<file path="config.mk">
export PLATFORM = sky130hd
export DESIGN_NAME = conv_ctrl
export DESIGN_NICKNAME = d
export VERILOG_FILES = /design/src/conv_ctrl_pkg.sv /design/src/conv_ctrl.sv
export SDC_FILE = /design/constraint.sdc
export NUM_CORES = 1
export LEC_CHECK = 0
export ABC_AREA = 1
export BUFFER_PORTS_ARGS = -buffer_cell sky130_fd_sc_hd__buf_2
export CAP_MARGIN = 20
export CELL_PAD_IN_SITES_DETAIL_PLACEMENT = 0
export CELL_PAD_IN_SITES_GLOBAL_PLACEMENT = 1
export CORE_ASPECT_RATIO = 0.7
export CORE_MARGIN = 2
export CORE_UTILIZATION = 44
export DETAILED_ROUTE_END_ITERATION = 8
export PLACE_DENSITY = 0.9
export SYNTH_ARGS = -nofsm -noshare
export SYNTH_HDL_FRONTEND = slang
export SYNTH_SLANG_ARGS = --single-unit
</file>
<file path="constraint.sdc">
create_clock -name clk_i -period 3.3 [get_ports clk_i]
set_clock_uncertainty 0.05 [all_clocks]
set_input_delay 0.33 -clock clk_i [delete_from_list [all_inputs] [get_ports clk_i]]
set_output_delay 0.33 -clock clk_i [all_outputs]
set_load 0.02 [all_outputs]
</file>
<file path="src/conv_ctrl_pkg.sv">
/*
 * package for the converter measurement and sync-clock control block:
 * register offsets, field positions, reset values and timing counts.
 * assumes a 20 mhz system clock and a plain strobe register port.
 */
package conv_ctrl_pkg;

    // =====================================================================
    // register map (byte offsets, one 8-bit register per offset)
    // =====================================================================
    localparam logic [7:0] ADDR_MEAS_SEL   = 8'h00;
    localparam logic [7:0] ADDR_LOAD_LO    = 8'h01;
    localparam logic [7:0] ADDR_LOAD_HI    = 8'h02;
    localparam logic [7:0] ADDR_INT_STAT   = 8'h03;
    localparam logic [7:0] ADDR_INT_MASK   = 8'h04;
    localparam logic [7:0] ADDR_BUCK_CFG   = 8'h05;
    localparam logic [7:0] ADDR_BOOST_CFG  = 8'h06;
    localparam logic [7:0] ADDR_CLK_CFG    = 8'h07;
    localparam logic [7:0] ADDR_STATUS     = 8'h08;

    // =====================================================================
    // field positions
    // =====================================================================
    localparam int INT_MEAS_BIT     = 0;
    localparam int INT_SYNC_BIT     = 1;
    localparam int BUCK0_FPWM_BIT   = 0;
    localparam int BUCK1_FPWM_BIT   = 1;
    localparam int BOOST_DIS_BIT    = 2;
    localparam int CLK_PLL_BIT      = 5;
    localparam int CLK_DITHER_BIT   = 6;

    // =====================================================================
    // reset values and boost voltage code limit
    // =====================================================================
    localparam logic [7:0] BUCK_CFG_RST  = 8'h00;
    localparam logic [7:0] BOOST_CFG_RST = 8'h04;   // discharge on
    localparam logic [7:0] CLK_CFG_RST   = 8'h00;
    localparam logic [1:0] VSET_MAX      = 2'h3;    // 4.9 v + 3 x 0.1 v

    // =====================================================================
    // analog thresholds and scaling
    // =====================================================================
    localparam int         LOAD_LSB_MA   = 20;
    localparam logic [8:0] PFM_EXIT_CODE = 9'h01a;  // 520 ma / 20 ma

    // =====================================================================
    // timing
    // =====================================================================
    localparam int CLK_HZ        = 20_000_000;
    localparam int MEAS_MAX_NS   = 50_000;
    localparam int MEAS_CYCLES   = (MEAS_MAX_NS / 1000) * (CLK_HZ / 1_000_000);
    localparam int DET_WIN_NS    = 10_000;   // detector gate 10 us
    localparam int DET_WIN_CYC   = (DET_WIN_NS / 1000) * (CLK_HZ / 1_000_000);
    localparam int MHZ_PER_WIN   = DET_WIN_NS / 1000;  // edges per mhz per window
    localparam int DITHER_STEPS  = 15;                 // 0.85 .. 1.00 in 1 % steps

    typedef enum logic [1:0] {ST_OTP_LOAD, ST_STANDBY, ST_ACTIVE} pwr_state_e;

    typedef struct packed {
        logic [7:0] addr;
        logic [7:0] wdata;
        logic       wr;
        logic       rd;
    } reg_req_s;

endpackage : conv_ctrl_pkg

</file>
<file path="src/conv_ctrl.sv">
/*
 * converter_meas_and_clock_sync: digital control around two bucks and a
 * boost. mode selection, load measurement, dithering and sync-clock check.
 * assumes one 20 mhz clock, an analog sampler giving the 9-bit load code,
 * and a sync clock pin sampled as an ordinary asynchronous input.
 */
// Local design decisions: the address-and-strobe port and the placing of the registers.
// Operation
// - writing the measurement select register picks a buck and starts measuring
// - measured buck forced to pwm; sequence ends within 50 us
// - completion sets measurement-done flag; mask bit keeps it off the interrupt
// - result is 9 bits, low eight in first register, msb in second
// - one count equals 20 ma, full scale 10.22 a
// - without forced pwm, buck runs pwm from 520 ma, pfm below
// - forced pwm option keeps a fixed frequency at every load
// - boost voltage setting spans 4.9 v to 5.2 v in 0.1 v steps
// - boost discharge bit gates pulldown when disabled; defaults on
// - boost always runs forced pwm at constant frequency
// - boost regulate or bypass mode fixed by otp, never changeable
// - dithered frequency swings between 0.85 and 1.0 of nominal
// - dithering only with pll off on rc clock; affects all converters
// - five-bit field sets nominal sync clock 1 to 24 mhz
// - sync clock must lie within -30 % to +10 % to count as valid
// - with pll on, missing clock at startup or activation raises sync flag
// - sync mask bit keeps sync flag off the interrupt output
// - standby with pll off: detector off, no sync flag, rc clock
`timescale 1ns/1ps
module conv_ctrl (
    input  wire logic       clk_i,          // 20 mhz system clock
    input  wire logic       arst_n_i,       // async reset, active low
    input  wire logic [7:0] addr_i,         // register address
    input  wire logic [7:0] wdata_i,        // register write data
    input  wire logic       wr_i,           // write strobe
    input  wire logic       rd_i,           // read strobe
    output logic      [7:0] rdata_o,        // read data, cycle after rd_i
    output logic            irq_o,          // level interrupt
    input  wire logic       sync_clock_input,  // external sync clock pin
    input  wire logic [8:0] load_code_i,    // sampled buck load code, 20 ma lsb
    input  wire logic       otp_done_i,     // otp load finished
    input  wire logic       conv_enable_i,  // any converter enable request
    input  wire logic       otp_bypass_i,   // otp boost bypass strap
    output logic            buck0_pwm_o,    // buck0 runs pwm (else pfm)
    output logic            buck1_pwm_o,    // buck1 runs pwm (else pfm)
    output logic            meas_sel_o,     // buck under measurement
    output logic            meas_busy_o,    // measurement running
    output logic            boost_pwm_o,    // boost forced pwm
    output logic      [1:0] step_up_voltage_setting_o,   // boost target code, 4.9 v + n x 0.1 v
    output logic            boost_pulldown_o, // boost output discharge
    output logic            boost_bypass_o, // boost runs as load switch
    output logic            use_ext_clk_o,  // converters follow the pll
    output logic            dither_en_o,    // spread spectrum active
    output logic      [3:0] dither_step_o,  // percent below nominal, 0..15
    output logic            pll_det_en_o    // pll and clock detector powered
);

    // =====================================================================
    // registers
    // =====================================================================
    logic [7:0] buck_cfg_reg;
    logic [7:0] boost_cfg_reg;
    logic [7:0] clk_cfg_reg;
    logic [1:0] int_stat_reg;
    logic [1:0] int_mask_reg;
    logic       meas_sel_reg;
    logic [8:0] load_reg;
    logic       bypass_reg;
    logic       bypass_cap_reg;
    conv_ctrl_pkg::reg_req_s req;

    assign req = '{addr: addr_i, wdata: wdata_i, wr: wr_i, rd: rd_i};

    function automatic logic is_wr(input conv_ctrl_pkg::reg_req_s r, input logic [7:0] a);
        is_wr = r.wr && (r.addr == a);
    endfunction : is_wr

    always_ff @(posedge clk_i or negedge arst_n_i)
    begin
        if (!arst_n_i)
        begin
            buck_cfg_reg  <= conv_ctrl_pkg::BUCK_CFG_RST;
            boost_cfg_reg <= conv_ctrl_pkg::BOOST_CFG_RST;
            clk_cfg_reg   <= conv_ctrl_pkg::CLK_CFG_RST;
            int_mask_reg  <= 2'h0;
            meas_sel_reg  <= 1'b0;
        end
        else
        begin
            if (is_wr(req, conv_ctrl_pkg::ADDR_BUCK_CFG))
                buck_cfg_reg <= {6'h00, req.wdata[1:0]};
            if (is_wr(req, conv_ctrl_pkg::ADDR_BOOST_CFG))
                boost_cfg_reg <= {5'h00, req.wdata[2:0]};
            if (is_wr(req, conv_ctrl_pkg::ADDR_CLK_CFG))
                clk_cfg_reg <= {1'b0, req.wdata[6:0]};
            if (is_wr(req, conv_ctrl_pkg::ADDR_INT_MASK))
                int_mask_reg <= req.wdata[1:0];
            if (is_wr(req, conv_ctrl_pkg::ADDR_MEAS_SEL))
                meas_sel_reg <= req.wdata[0];
        end
    end

    // boost mode caught once after reset release and then frozen
    always_ff @(posedge clk_i or negedge arst_n_i)
    begin
        if (!arst_n_i)
        begin
            bypass_reg     <= 1'b0;
            bypass_cap_reg <= 1'b0;
        end
        else if (!bypass_cap_reg)
        begin
            bypass_reg     <= otp_bypass_i;
            bypass_cap_reg <= 1'b1;
        end
    end

    // =====================================================================
    // load-current measurement
    // =====================================================================
    logic [10:0] meas_cnt_reg;
    logic        meas_busy_reg;
    logic        meas_done;
    localparam logic [10:0] MEAS_LAST = 11'(conv_ctrl_pkg::MEAS_CYCLES - 1);

    assign meas_done = meas_busy_reg && (meas_cnt_reg == MEAS_LAST);

    always_ff @(posedge clk_i or negedge arst_n_i)
    begin
        if (!arst_n_i)
        begin
            meas_busy_reg <= 1'b0;
            meas_cnt_reg  <= 11'h000;
        end
        else if (is_wr(req, conv_ctrl_pkg::ADDR_MEAS_SEL))
        begin
            meas_busy_reg <= 1'b1;
            meas_cnt_reg  <= 11'h000;
        end
        else if (meas_done)
        begin
            meas_busy_reg <= 1'b0;
        end
        else if (meas_busy_reg)
        begin
            meas_cnt_reg <= meas_cnt_reg + 11'h001;
        end
    end

    always_ff @(posedge clk_i or negedge arst_n_i)
    begin
        if (!arst_n_i)
            load_reg <= 9'h000;
        else if (meas_done)
            load_reg <= load_code_i;
    end

    // =====================================================================
    // buck and boost mode
    // =====================================================================
    logic load_heavy;

    assign load_heavy = (load_code_i >= conv_ctrl_pkg::PFM_EXIT_CODE);

    always_ff @(posedge clk_i or negedge arst_n_i)
    begin
        if (!arst_n_i)
        begin
            buck0_pwm_o <= 1'b0;
            buck1_pwm_o <= 1'b0;
        end
        else
        begin
            buck0_pwm_o <= buck_cfg_reg[conv_ctrl_pkg::BUCK0_FPWM_BIT] || load_heavy
                           || (meas_busy_reg && !meas_sel_reg);
            buck1_pwm_o <= buck_cfg_reg[conv_ctrl_pkg::BUCK1_FPWM_BIT] || load_heavy
                           || (meas_busy_reg && meas_sel_reg);
        end
    end

    assign boost_pwm_o      = 1'b1;
    assign step_up_voltage_setting_o     = boost_cfg_reg[1:0];
    assign boost_pulldown_o = boost_cfg_reg[conv_ctrl_pkg::BOOST_DIS_BIT] && !conv_enable_i;
    assign boost_bypass_o   = bypass_reg;
    assign meas_sel_o       = meas_sel_reg;
    assign meas_busy_o      = meas_busy_reg;

    // =====================================================================
    // clock selection and spread spectrum
    // =====================================================================
    logic       pll_on;
    logic [4:0] nom_mhz;
    logic [3:0] dither_reg;
    logic       dither_up_reg;

    assign pll_on        = clk_cfg_reg[conv_ctrl_pkg::CLK_PLL_BIT];
    assign nom_mhz       = clk_cfg_reg[4:0];
    assign dither_en_o   = clk_cfg_reg[conv_ctrl_pkg::CLK_DITHER_BIT] && !pll_on;
    assign use_ext_clk_o = pll_on;
    assign pll_det_en_o  = pll_on;
    assign dither_step_o = dither_reg;

    // triangle sweep 0..15 % below nominal
    always_ff @(posedge clk_i or negedge arst_n_i)
    begin
        if (!arst_n_i)
        begin
            dither_reg    <= 4'h0;
            dither_up_reg <= 1'b1;
        end
        else if (!dither_en_o)
        begin
            dither_reg    <= 4'h0;
            dither_up_reg <= 1'b1;
        end
        else if (dither_up_reg)
        begin
            dither_reg    <= dither_reg + 4'h1;
            dither_up_reg <= (dither_reg != 4'(conv_ctrl_pkg::DITHER_STEPS - 1));
        end
        else
        begin
            dither_reg    <= dither_reg - 4'h1;
            dither_up_reg <= (dither_reg == 4'h1);
        end
    end

    // =====================================================================
    // sync clock detector
    // =====================================================================
    logic [2:0]  sync_sh_reg;
    logic        sync_lvl_reg;
    logic        sync_rise;
    logic [7:0]  win_cnt_reg;
    logic [8:0]  edge_cnt_reg;
    logic        clk_valid_reg;
    logic [8:0]  lo_lim;
    logic [8:0]  hi_lim;

    // three stages; a change counts once stages two and three agree
    always_ff @(posedge clk_i or negedge arst_n_i)
    begin
        if (!arst_n_i)
        begin
            sync_sh_reg  <= 3'h0;
            sync_lvl_reg <= 1'b0;
        end
        else
        begin
            sync_sh_reg <= {sync_sh_reg[1:0], sync_clock_input};
            if (sync_sh_reg[1] == sync_sh_reg[2])
                sync_lvl_reg <= sync_sh_reg[2];
        end
    end

    assign sync_rise = (sync_sh_reg[1] == sync_sh_reg[2]) && sync_sh_reg[2] && !sync_lvl_reg;

    // edges per window: nominal x 10, window -30 % .. +10 %
    assign lo_lim = 9'(nom_mhz * 7);
    assign hi_lim = 9'(nom_mhz * 11);

    always_ff @(posedge clk_i or negedge arst_n_i)
    begin
        if (!arst_n_i)
        begin
            win_cnt_reg   <= 8'h00;
            edge_cnt_reg  <= 9'h000;
            clk_valid_reg <= 1'b0;
        end
        else if (!pll_on)
        begin
            win_cnt_reg   <= 8'h00;
            edge_cnt_reg  <= 9'h000;
            clk_valid_reg <= 1'b0;
        end
        else if (win_cnt_reg == 8'(conv_ctrl_pkg::DET_WIN_CYC - 1))
        begin
            win_cnt_reg   <= 8'h00;
            edge_cnt_reg  <= 9'h000;
            clk_valid_reg <= (nom_mhz != 5'h00) && (edge_cnt_reg >= lo_lim)
                             && (edge_cnt_reg <= hi_lim);
        end
        else
        begin
            win_cnt_reg <= win_cnt_reg + 8'h01;
            if (sync_rise && edge_cnt_reg != 9'h1ff)
                edge_cnt_reg <= edge_cnt_reg + 9'h001;
        end
    end

    // =====================================================================
    // power state and sync-clock event
    // =====================================================================
    conv_ctrl_pkg::pwr_state_e pwr_state_reg;
    logic sync_event;

    assign sync_event = pll_on && !clk_valid_reg
                        && ((pwr_state_reg == conv_ctrl_pkg::ST_OTP_LOAD && otp_done_i)
                        || (pwr_state_reg == conv_ctrl_pkg::ST_STANDBY && conv_enable_i));

    always_ff @(posedge clk_i or negedge arst_n_i)
    begin
        if (!arst_n_i)
            pwr_state_reg <= conv_ctrl_pkg::ST_OTP_LOAD;
        else
        begin
            case (pwr_state_reg)
                conv_ctrl_pkg::ST_OTP_LOAD:
                    if (otp_done_i)
                        pwr_state_reg <= conv_ctrl_pkg::ST_STANDBY;
                conv_ctrl_pkg::ST_STANDBY:
                    if (conv_enable_i)
                        pwr_state_reg <= conv_ctrl_pkg::ST_ACTIVE;
                conv_ctrl_pkg::ST_ACTIVE:
                    if (!conv_enable_i)
                        pwr_state_reg <= conv_ctrl_pkg::ST_STANDBY;
                default:
                    pwr_state_reg <= conv_ctrl_pkg::ST_OTP_LOAD;
            endcase
        end
    end

    // =====================================================================
    // interrupts: sticky, write one to clear, set wins
    // =====================================================================
    logic [1:0] int_set;
    logic [1:0] int_clr;

    assign int_set = {sync_event, meas_done};
    assign int_clr = is_wr(req, conv_ctrl_pkg::ADDR_INT_STAT) ? req.wdata[1:0] : 2'h0;

    always_ff @(posedge clk_i or negedge arst_n_i)
    begin
        if (!arst_n_i)
            int_stat_reg <= 2'h0;
        else
            int_stat_reg <= (int_stat_reg & ~int_clr) | int_set;
    end

    assign irq_o = |(int_stat_reg & ~int_mask_reg);

    // =====================================================================
    // read port
    // =====================================================================
    always_ff @(posedge clk_i or negedge arst_n_i)
    begin
        if (!arst_n_i)
            rdata_o <= 8'h00;
        else if (req.rd)
        begin
            case (req.addr)
                conv_ctrl_pkg::ADDR_MEAS_SEL:  rdata_o <= {7'h00, meas_sel_reg};
                conv_ctrl_pkg::ADDR_LOAD_LO:   rdata_o <= load_reg[7:0];
                conv_ctrl_pkg::ADDR_LOAD_HI:   rdata_o <= {7'h00, load_reg[8]};
                conv_ctrl_pkg::ADDR_INT_STAT:  rdata_o <= {6'h00, int_stat_reg};
                conv_ctrl_pkg::ADDR_INT_MASK:  rdata_o <= {6'h00, int_mask_reg};
                conv_ctrl_pkg::ADDR_BUCK_CFG:  rdata_o <= buck_cfg_reg;
                conv_ctrl_pkg::ADDR_BOOST_CFG: rdata_o <= boost_cfg_reg;
                conv_ctrl_pkg::ADDR_CLK_CFG:   rdata_o <= clk_cfg_reg;
                conv_ctrl_pkg::ADDR_STATUS:    rdata_o <= {4'h0, bypass_reg, clk_valid_reg,
                                                           meas_busy_reg, dither_en_o};
                default:                       rdata_o <= 8'h00;
            endcase
        end
        else
            rdata_o <= 8'h00;
    end

    // =====================================================================
    // checks
    // =====================================================================
    chk_meas_start_busy: assert property (@(posedge clk_i) disable iff (!arst_n_i)
        is_wr(req, conv_ctrl_pkg::ADDR_MEAS_SEL) |=> meas_busy_reg)
        else $error("measurement did not start");

    chk_meas_ends_bound: assert property (@(posedge clk_i) disable iff (!arst_n_i)
        (meas_busy_reg && meas_cnt_reg == 11'h000 && !$past(meas_busy_reg))
        |-> ##[1:1000] !meas_busy_reg)
        else $error("measurement overran");

    chk_meas_forces_pwm: assert property (@(posedge clk_i) disable iff (!arst_n_i)
        $past(meas_busy_reg) |-> ($past(meas_sel_reg) ? buck1_pwm_o : buck0_pwm_o))
        else $error("measured buck not in pwm");

    chk_done_sets_flag: assert property (@(posedge clk_i) disable iff (!arst_n_i)
        meas_done |=> int_stat_reg[conv_ctrl_pkg::INT_MEAS_BIT])
        else $error("done flag not set");

    chk_result_holds: assert property (@(posedge clk_i) disable iff (!arst_n_i)
        !meas_done |=> $stable(load_reg))
        else $error("result changed without completion");

    chk_boost_always_pwm: assert property (@(posedge clk_i) disable iff (!arst_n_i)
        boost_pwm_o)
        else $error("boost left pwm");

    chk_dither_gated_pll: assert property (@(posedge clk_i) disable iff (!arst_n_i)
        pll_on |-> !dither_en_o)
        else $error("dither active with pll");

    chk_dither_range: assert property (@(posedge clk_i) disable iff (!arst_n_i)
        dither_en_o && dither_reg == 4'(conv_ctrl_pkg::DITHER_STEPS)
        |=> dither_reg == 4'(conv_ctrl_pkg::DITHER_STEPS - 1))
        else $error("dither did not turn at 15 percent");

    chk_sync_mask_irq: assert property (@(posedge clk_i) disable iff (!arst_n_i)
        int_mask_reg[conv_ctrl_pkg::INT_SYNC_BIT] && !int_stat_reg[conv_ctrl_pkg::INT_MEAS_BIT] |-> !irq_o)
        else $error("masked flag reached irq");

    chk_no_sync_pll_off: assert property (@(posedge clk_i) disable iff (!arst_n_i)
        !pll_on && !int_stat_reg[conv_ctrl_pkg::INT_SYNC_BIT] |=> !int_stat_reg[conv_ctrl_pkg::INT_SYNC_BIT])
        else $error("sync flag with pll off");

    chk_bypass_frozen: assert property (@(posedge clk_i) disable iff (!arst_n_i)
        $past(bypass_cap_reg) |-> $stable(bypass_reg))
        else $error("boost mode changed");

endmodule : conv_ctrl

</file>
==> impl_results.md, run 1 <==
* Final Hold Viols at 0
* Starting Density at a little under half
* CTS tree: done
* Mapped Cells at just over 600
* Hold WS at between 40 and 50 ps
* DRT antenna net count at 0
* CTS buffer count at 9
* First-pass GRT wire length at roughly 19,000 um
* TNS Setup at 0 ps
* Via count at 4,188
* Fillers at roughly 1,100
* Syn. warnings at 0
* Max_cap viols at 0
* CP max-delay cell: fa_1
* Flip-flop and latch count after synthesis at 79
* Layout cells sized above 1 at between 15 and 20%
* Worst min-delay path category: input pin to flop
* Cell Chain, Critical Path: ha_1 > fa_1 > ha_4 > a21oi_1 > nand2_1 > nand2_1 > nand2_1 > nand2_1 > nand2_1 > xnor2_1 > ha_1 > nand2_1 > nor2_2 > nand3b_1 > nand3_1 > nand2_1 > nand3_1 > nand2_1
* Sequential-to-total area share from yosys stat at between 40% and 50%
* Top post-synthesis cells by area: dfrtp_1, ha_1, nand2_1, inv_1, nand3_1
* Drt pass-1 iters at 7
* Gr usage total at about a fifth
* Yosys top cell area share at between 30% and 40%
* Core Area at about 0.011 mm^2
* Clock-pin slew on the worst setup and hold paths at roughly 60 ps
* Crit. End Element: flop
* Max Buffers Root-to-Sink at 2
* Drt drc at 0
* Switching part of the total at roughly a third
* DRT iter0 DRCs at around 320
* Root buf cell: clkbuf_16
* Final period util at ~93%
* Asr flop ratio synth at 100.0%
* Slowest stage delay, CP at between 500 and 600 ps
* EDFF count, synth at 0
* Crit path max-delay family: adder cells
* Clk_lat worst skew at 340 ps
* Antenna Cells at 0
* Row count at 32
* CTS sink cnt at between 70 and 80
* Normalized max-slew margin at approximately three fifths
* Setup Buffers After CTS at 0
* Htree depth at 3
* Buf+Inv Stages, Crit Path at 0
* WL final at 11,300 um
* Vias in the first global route at 3,988
* Post-synthesis cell type count at 38
* Top cells by count, synth: nand2_1, dfrtp_1, inv_1
* Pwr Density at 542.7 mW/mm^2
* Crit path arrival time at between 3000 and 4000 ps
* Part of the power in the clock network at 35.2%
* Gpl congestion at 0.8756
* Sequential share of power at between 40% and 50%
* Outcome: finished clean
* RSZ-0062 raised after global routing: no
* Max Freq at between 300 and 400 MHz
* Sw power at 0.001007 W
* Largest register FFs at 11
* Avg Cell Area, Syn at approximately 8 um^2
* Comb power frac at between 20% and 30%
* Nets at between 700 and 800
* I/O pins at 58
* Slew Limit Fails at 0
* DPL Wire Length at about 8500 um
* VDD IR max at 0.3005 mV
* Grt total ovfl at 0
* Wire length per cell at between 10 and 15 um
* WS Path Type: flop to flop
* Full die area at between 0.01 and 0.015 mm^2
* Primary FF master, synth: dfrtp_1
* Most common cell on crit path: nand2_1
* Critical Path Fanout Max at 4
* Synth area leader: dfrtp_1
* Die Ht at ~93 um
* I/O Buffers at 55
* Total leakage power at ~3.0 nW
* Startpoint types: flop
* Int Pwr at around 0.0021 W
* Mapped Area at 0.004943 mm^2
* # setup viols final at 0
* Initial antenna violation count at 0
* Largest net degree at the start of global routing at 80
* Worst slew pin tran at just over 600 ps
* Top-count cell post-synth: nand2_1
* Synthesis-to-layout area growth at 16.55%
* Critical Path RT at ~3500 ps
* Vias/cell at roughly 5
* Minimum clock period after layout at a little over 3000 ps
* DIE WIDTH at 130.7 um
-- worst register-to-register path, stage by stage, from the launching register on --
cell and delay (ps):
dfrtp_2 440, ha_1 230, fa_1 570, ha_4 230
a21oi_1 120, nand2_1 110, nand2_1 70, nand2_1 50
nand2_1 50, nand2_1 60, xnor2_1 130, ha_1 280
nand2_1 80, nor2_2 150, nand3b_1 90, nand3_1 80
nand2_1 60, nand3_1 80, nand2_1 50
-- kinds of logic after synthesis --
logic type / Yosys count / share of synthesized area, %
xor+xnor: 12 / 2.126
simple gates: 289 / 25.56
compound gates: 88 / 9.466
other cells: 1 / 0.07586
flops: 79 / 40.04
mux: 1 / 0.2278
fa+ha+maj: 53 / 14.48
buf+inv: 94 / 8.023
-- worst paths after layout --
path / from / end / slack, ps / depth (start not counted)
setup / recovery: clk_cfg_reg[0] / clk_valid_reg / 230 / 18
max in group asynchronous: arst_n_i / boost_cfg_reg[2] / 2250 / 3
min in group asynchronous: arst_n_i / dither_step_o[0] / 330 / 2
hold reg to reg: sync_sh_reg[0] / sync_sh_reg[1] / 300 / 0
hold / removal: sync_clock_input / sync_sh_reg[0] / 50 / 1
setup reg to reg: clk_cfg_reg[0] / clk_valid_reg / 230 / 18
-- timing repair --
item                                   in CTS  in global routing
hold buffers                                0                  1
gates resized for setup                     0                  6
endpoints found under the hold margin       0                  8
setup endpoints to repair                   0                  1
-- metrics by stage --
| step | std cells | power [W] | cell area, um^2 | setup WS, ps | utilization [%] |
|---|---|---|---|---|---|
| after floorplan | 618 | 0.001801 | 4947 | 231.0 | - |
| after global placement | 820 | 0.001976 | 5369 | 187.3 | 48.94 |
| after detailed placement | 820 | 0.002022 | 5369 | 92.09 | 48.94 |
| after CTS | 836 | 0.003136 | 5702 | 83.73 | 51.97 |
| after global routing | 838 | 0.003329 | 5762 | 1.930 | 52.52 |
| final | 838 | 0.003127 | 5762 | 227.1 | 52.52 |
-- per-layer routing --
metal	vias up	GRT usage, %	share of wire, %
met5	-	0	0
met4	0	5.230	1.3
met3	12	4.159	6.3
met2	112	30.12	42
met1	1940	28.65	50
li1	2124	-	-
-- power groups by stage --
| stage | clock (W) | combinational (W) | sequential, W |
|---|---|---|---|
| after detailed placement | 0 | 0.000760 | 0.00126 |
| after floorplan | 0 | 0.000565 | 0.00124 |
| after global routing | 0.00117 | 0.000898 | 0.00127 |
| after CTS | 0.00113 | 0.000764 | 0.00125 |
| after global placement | 0 | 0.000721 | 0.00126 |
| final | 0.00110 | 0.000775 | 0.00125 |
-- cell usage in the layout (no fill, tap or decap), types with 2 or more instances in the layout --
cell and count:
bufinv_16 2, clkbuf_8 2, fa_1 7, xor2_1 7, nor2_2 5, clkbuf_16 9, nand4_1 9, nand2_1 138
a21oi_1 32, dfrtp_1 76, inv_1 77, conb_1 2, a21oi_2 5, xnor2_1 5, nor3_2 2, nand3_1 48
dfstp_2 2, nand2_2 5, nor3_1 14, buf_4 6, nor2_1 58, o21ai_0 37, nor4_1 3, o21ai_1 8
o22ai_1 2, nor2_4 2, inv_2 6, buf_2 54, ha_1 45
-- final cells by class --
class | count | area [um^2] | share of cell area [%]
Clock buffer | 12 | 256.5 | 4.452
Clock inverter | 4 | 76.32 | 1.325
Inverter | 83 | 311.5 | 5.407
Multi-Input combinational cell | 445 | 2592 | 44.99
Sequential cell | 79 | 1981 | 34.38
Tap cell | 153 | 191.4 | 3.322
Timing Repair Buffer | 62 | 352.8 | 6.124
Note: power is estimated with default switching activity, not from simulation.
==> run 2: changes to the inputs <==
--- a/config.mk
+++ b/config.mk
@@ -8,7 +8,7 @@
 export ABC_AREA = 1
 export BUFFER_PORTS_ARGS = -buffer_cell sky130_fd_sc_hd__buf_2
 export CAP_MARGIN = 20
-export CELL_PAD_IN_SITES_DETAIL_PLACEMENT = 0
+export CELL_PAD_IN_SITES_DETAIL_PLACEMENT = 1
 export CELL_PAD_IN_SITES_GLOBAL_PLACEMENT = 1
 export CORE_ASPECT_RATIO = 0.7
 export CORE_MARGIN = 2
==> run 2 against run 1 <==
Effect of this change: maximum frequency decreased by 1.2%; largest power group unchanged; utilization is 0.23 points lower; count of clock-buffer cells in the layout is 2 lower; wire length grew 23%; register-to-register slack worse by 40 ps; sequential share of layout area increased by 0.15 points; setup slack got worse by 39 ps; via count grew 6.3%; non-clock buffer count grew 1; global-route usage grew 4.4 points; clock power fell by 7%.
==> impl_results.md, run 2 (synthesized netlist as in run 1, its figures left out) <==
* Commonest non-fill, non-tap cell in the layout: nand2_1
* Antenna Cells at 0
* Root buf cell: clkbuf_16
* I/O pins at 58
* Crit path arrival time at roughly 3300 ps
* Fillers at around 1,400
* Vias/cell at about 5.3
* Vias in the first global route at between 4,000 and 5,000
* I/O Buffers at between 50 and 60
* Clock-pin slew on the worst setup and hold paths at 60 ps
* Post-Place Cells at 820
* Startpoint types: flop
* DPL Wire Length at about 10,000 um
* Outcome: finished clean
* Non-filler cells in the finished layout at 839
* Worst min-delay path category: input pin to flop
* Row count at 32
* Normalized max-slew margin at 59.28%
* DRT antenna net count at 0
* Clk_lat worst skew at around 340 ps
* CTS sink cnt at a little under 80
* R2R setup slack at ~190 ps
* Final Util at between 50% and 60%
* Synthesis-to-layout area growth at 16.05%
* Critical Path Fanout Max at 4
* TNS Setup at 0 ps
* WL final at between 10,000 and 15,000 um
* Critical Path Source: clk_cfg_reg[1]
* Full die area at 0.01211 mm^2
* Max_cap viols at 0
* Worst Slack Setup Final at between 150 and 200 ps
* Total leakage power at just under 3 nW
* DRT iter0 DRCs at 170
* Largest net degree at the start of global routing at 80
* Minimum clock period after layout at a little over 3000 ps
* Die Ht at 92.68 um
* Initial antenna violation count at 0
* CTS buffer count at 9
* Power, Total at a little over 0.003 W
* Largest register FFs at 11
* Critical Path RT at 3480 ps
* Htree depth at 3
* Max Freq at roughly 320 MHz
* Commonest non-fill, non-tap cells in the layout: nand2_1, inv_1, dfrtp_1
* Max Buffers Root-to-Sink at 2
* Drt pass-1 iters at 4
* Gpl congestion at a little under 0.9
* Final Hold Viols at 0
* VDD IR max at 0.3724 mV
* Grt total ovfl at 0
* Worst slew pin tran at ~610 ps
* Layout cells sized above 1 at between 10% and 20%
* WS Path Type: flop to flop
* Pwr Density at 538.9 mW/mm^2
* Reg-to-reg startpoint: clk_cfg_reg[1]
* Wire length per cell at 16.59 um
* Via count at between 4,000 and 5,000
* # setup viols final at 0
* Nets at 767
* Final period util at between 90% and 100%
* First-pass GRT wire length at between 20,000 and 25,000 um
* R2R Path End: clk_valid_reg
* Crit. End Element: flop
* Starting Density at between 40% and 50%
* Slew Limit Fails at 0
* CTS tree: done
* Core Area at 0.01097 mm^2
* Crit path to: clk_valid_reg
* Gr usage total at approximately a quarter
* Pre-CTS setup slack at between 30 and 40 ps
* DIE WIDTH at 130.7 um
* Worst Hold Depth at 1
* Reg2Reg Depth at 18
* Drt drc at 0
[run 2: where the power goes]
part / total (W) / switching (W) / internal [W]
sequential: 0.00125 / 0.000140 / 0.00111
clock: 0.00102 / 0.000411 / 0.000609
combinational: 0.000820 / 0.000511 / 0.000308
total: 0.00309 / 0.00106 / 0.00203
[run 2: worst max-delay path, cell delays in order (launching register included)]
cell and delay (ps):
dfrtp_1 390, ha_1 310, fa_1 550, ha_4 230, a21oi_1 120, nand2_1 110
nand2_1 90, nand2_1 60, nand2_1 50, nand2_1 60, xnor2_1 130, ha_1 270
nand2_1 80, nor2_2 130, nand3b_1 90, nand3_1 80, nand2_1 60, nand3_1 80
nand2_1 50
[run 2: metal layers]
layer | vias to the layer above | global-route usage [%] | share of wire, %
li1 | 2131 | - | -
met1 | 2187 | 30.59 | 44
met2 | 101 | 41.36 | 49
met3 | 31 | 5.546 | 4.9
met4 | 0 | 7.270 | 2.2
met5 | - | 0 | 0
[run 2: cell type report]
class | instances | area, um^2 | share of cell area [%]
multi-input cells | 445 | 2586 | 45.08
flip-flops and latches | 79 | 1981 | 34.53
repair buffers | 63 | 360.3 | 6.281
inverters | 83 | 311.5 | 5.431
clock buffers | 10 | 239.0 | 4.166
well taps | 153 | 191.4 | 3.337
clock inverters | 6 | 67.56 | 1.178
[run 2: per-stage QoR]
| stage | cell area [um^2] | hold WS [ps] |
|---|---|---|
| global placement | 5369 | 285.7 |
| floorplan | 4947 | -15.59 |
| CTS | 5675 | 38.04 |
| global route | 5737 | 33.59 |
| detailed placement | 5369 | 285.6 |
| finish | 5737 | 48.53 |
[run 2: worst min-delay path by stage]
| stage | startpoint | to | slack [ps] |
|---|---|---|---|
| floorplan | arst_n_i | boost_bypass_o | -20 |
| global placement | sync_sh_reg[0] | sync_sh_reg[1] | 290 |
| global route | sync_clock_input | sync_sh_reg[0] | 30 |
| detailed placement | sync_sh_reg[0] | sync_sh_reg[1] | 290 |
| CTS | sync_clock_input | sync_sh_reg[0] | 40 |
| finish | sync_clock_input | sync_sh_reg[0] | 50 |
[run 2: timing repair]
action | CTS | global route
resized for setup | 0 | 5
endpoints found under the setup margin | 0 | 1
endpoints found under the hold margin | 0 | 10
hold buffers | 0 | 1
setup buffers | 0 | 1
==> run 3: changes to the inputs <==
--- a/config.mk
+++ b/config.mk
@@ -12,9 +12,9 @@
 export CELL_PAD_IN_SITES_GLOBAL_PLACEMENT = 1
 export CORE_ASPECT_RATIO = 0.7
 export CORE_MARGIN = 2
-export CORE_UTILIZATION = 44
+export CORE_UTILIZATION = 47
 export DETAILED_ROUTE_END_ITERATION = 8
-export PLACE_DENSITY = 0.9
+export PLACE_DENSITY = 0.94
 export SYNTH_ARGS = -nofsm -noshare
 export SYNTH_HDL_FRONTEND = slang
 export SYNTH_SLANG_ARGS = --single-unit
==> constraint.sdc (replaced) <==
create_clock -name clk_i -period 3.73 [get_ports clk_i]
set_clock_uncertainty 0.05 [all_clocks]
set_input_delay 0.373 -clock clk_i [delete_from_list [all_inputs] [get_ports clk_i]]
set_output_delay 0.373 -clock clk_i [all_outputs]
set_load 0.02 [all_outputs]
==> run 3 against run 2 <==
Effect of this change: worst hold slack better by 27 ps; sequential power decreased by 10%; count of clock-buffer cells in the layout rose by 1; critical path type unchanged; highest routed layer unchanged.
==> impl_results.md, run 3 (synthesized netlist as in run 1, its figures left out) <==
* Most common cell on crit path: nand2_1
* Drt pass-1 iters at 5
* Placed cell area at 0.005328 mm^2
* CTS tree: done
* WS Path Type: flop to flop
* Root buf cell: clkbuf_16
* Drt drc at 0
* Via count at roughly 4,600
* DRT antenna net count at 0
* # setup viols final at 0
* Largest register FFs at 11
* Antenna Cells at 0
* Wire length per cell at approximately 18 um
* Cell Chain, Critical Path: ha_1 > fa_1 > ha_1 > a21oi_1 > nand2_1 > nand2_1 > nand2_1 > nand2_1 > nand2_1 > xnor2_1 > ha_1 > nand2_1 > nor2_1 > nand3b_1 > nand3_1 > nand2_1 > nand3_1 > nand2_1
* Setup Buffers After CTS at 0
* DPL Wire Length at 10,060 um
* Max_cap viols at 0
* Critical Path RT at roughly 4000 ps
* TNS Setup at 0 ps
* Reg-to-reg startpoint: clk_cfg_reg[0]
* I/O pins at 58
* DRT iter0 DRCs at 172
* Full die area at between 0.01 and 0.015 mm^2
* Synthesis-to-layout area growth at 14.78%
* R2R Path End: clk_valid_reg
* Clock-pin slew on the worst setup and hold paths at 60 ps
* Worst slew pin tran at around 630 ps
* Final Hold Viols at 0
* Crit. End Element: flop
* CTS sink cnt at between 70 and 80
* Startpoint types: flop
* Hold Path End: sync_sh_reg[0]
* Starting Density at 48.09%
* Slew Limit Fails at 0
* Nets at approximately 760
* Max Freq at 299.0 MHz
* Clk_lat worst skew at ~350 ps
* Layout cells sized above 1 at between 10 and 15%
* Outcome: finished clean
* R2R setup slack at 390 ps
* Worst min-delay path category: input pin to flop
* Critical Path Fanout Max at 7
* Fillers at approximately 1,200
* Minimum clock period after layout at about 3300 ps
* Final period util at around nine tenths
* Row count at 31
* Htree depth at 3
* CTS buffer count at 9
* Max Buffers Root-to-Sink at 2
* VDD IR max at 0.2807 mV
* Crit path arrival time at 3530 ps
* Worst Hold Depth at 1
* RSZ-0062 raised after global routing: no
* Largest net degree at the start of global routing at 80
* WL final at 14,600 um
* First-pass GRT wire length at roughly 24,000 um
* CP max-delay cell: dfrtp_1
* Buf+Inv Stages, Crit Path at 0
* Pwr Density at between 400 and 500 mW/mm^2
* Normalized max-slew margin at 58.07%
* DIE WIDTH at between 100 and 150 um
* Hold Crit Start: sync_clock_input
* CTS Hold Bufs at 0
* Design area at around 0.0057 mm^2
* Vias/cell at 5.610
* Gr usage total at ~27%
* Core Area at 0.01028 mm^2
* Post-CTS Resized at 0
* Slowest stage delay, CP at approximately 500 ps
* Total leakage power at 2.943 nW
* Grt total ovfl at 0
* Reg2Reg Depth at 18
* Gpl congestion at 0.8419
* Crit path max-delay family: adder cells
* Vias in the first global route at roughly 4,900
* I/O Buffers at 55
* Initial antenna violation count at 0
* Die Ht at about 90 um
* Commonest non-fill, non-tap cells in the layout: nand2_1, inv_1, dfrtp_1
* Commonest non-fill, non-tap cell in the layout: nand2_1
## run 3: cell count changes in the layout (fill, tap and decap cells not counted), sizes merged
cell | before | now
buf | 62 | 59
clkinv | 2 | 3
inv | 84 | 83
clkinvlp | 2 | 1
clkbuf | 10 | 11
## run 3: worst max-delay path by stage
stage / from / endpoint / slack (ps) / depth (start not counted)
floorplan: clk_cfg_reg[1] / clk_valid_reg / 660 / 18
global placement: clk_cfg_reg[0] / clk_valid_reg / 560 / 18
detailed placement: clk_cfg_reg[0] / clk_valid_reg / 430 / 18
CTS: clk_cfg_reg[0] / clk_valid_reg / 380 / 18
global route: clk_cfg_reg[0] / clk_valid_reg / 100 / 18
finish: clk_cfg_reg[0] / clk_valid_reg / 390 / 18
## run 3: routing by layer
metal / part of all wire [%] / up-vias / GRT usage (%)
li1: - / 2123 / -
met1: 43 / 2310 / 34.29
met2: 49 / 110 / 46.03
met3: 5.2 / 29 / 6.012
met4: 2.4 / 0 / 9.890
met5: 0 / - / 0
## run 3: metrics by stage
stage	hold slack, ps	std cells	power [W]	util (%)	worst slack, ps
floorplan	27.41	618	0.001593	-	661.0
global placement	282.4	797	0.001742	51.83	555.6
detailed placement	289.5	797	0.001819	51.83	433.3
CTS	70.47	813	0.002777	54.84	380.5
global route	78.22	815	0.002950	55.20	97.14
finish	75.98	815	0.002769	55.20	385.8
## run 3: area by class of cell
cell class / instances / area [um^2] / share of cell area [%]
clock buffers: 11 / 252.7 / 4.454
clock inverters: 5 / 56.30 / 0.9923
inverters: 83 / 311.5 / 5.491
multi-input cells: 445 / 2571 / 45.31
flip-flops and latches: 79 / 1979 / 34.88
well taps: 132 / 165.2 / 2.911
repair buffers: 60 / 337.8 / 5.954
## run 3: power by group
group	internal (W)	leakage [nW]	switching (W)
clock network	0.000554	0.152	0.000375
logic	0.000263	1.84	0.000456
registers	0.000984	0.947	0.000138
total	0.00180	2.94	0.000968
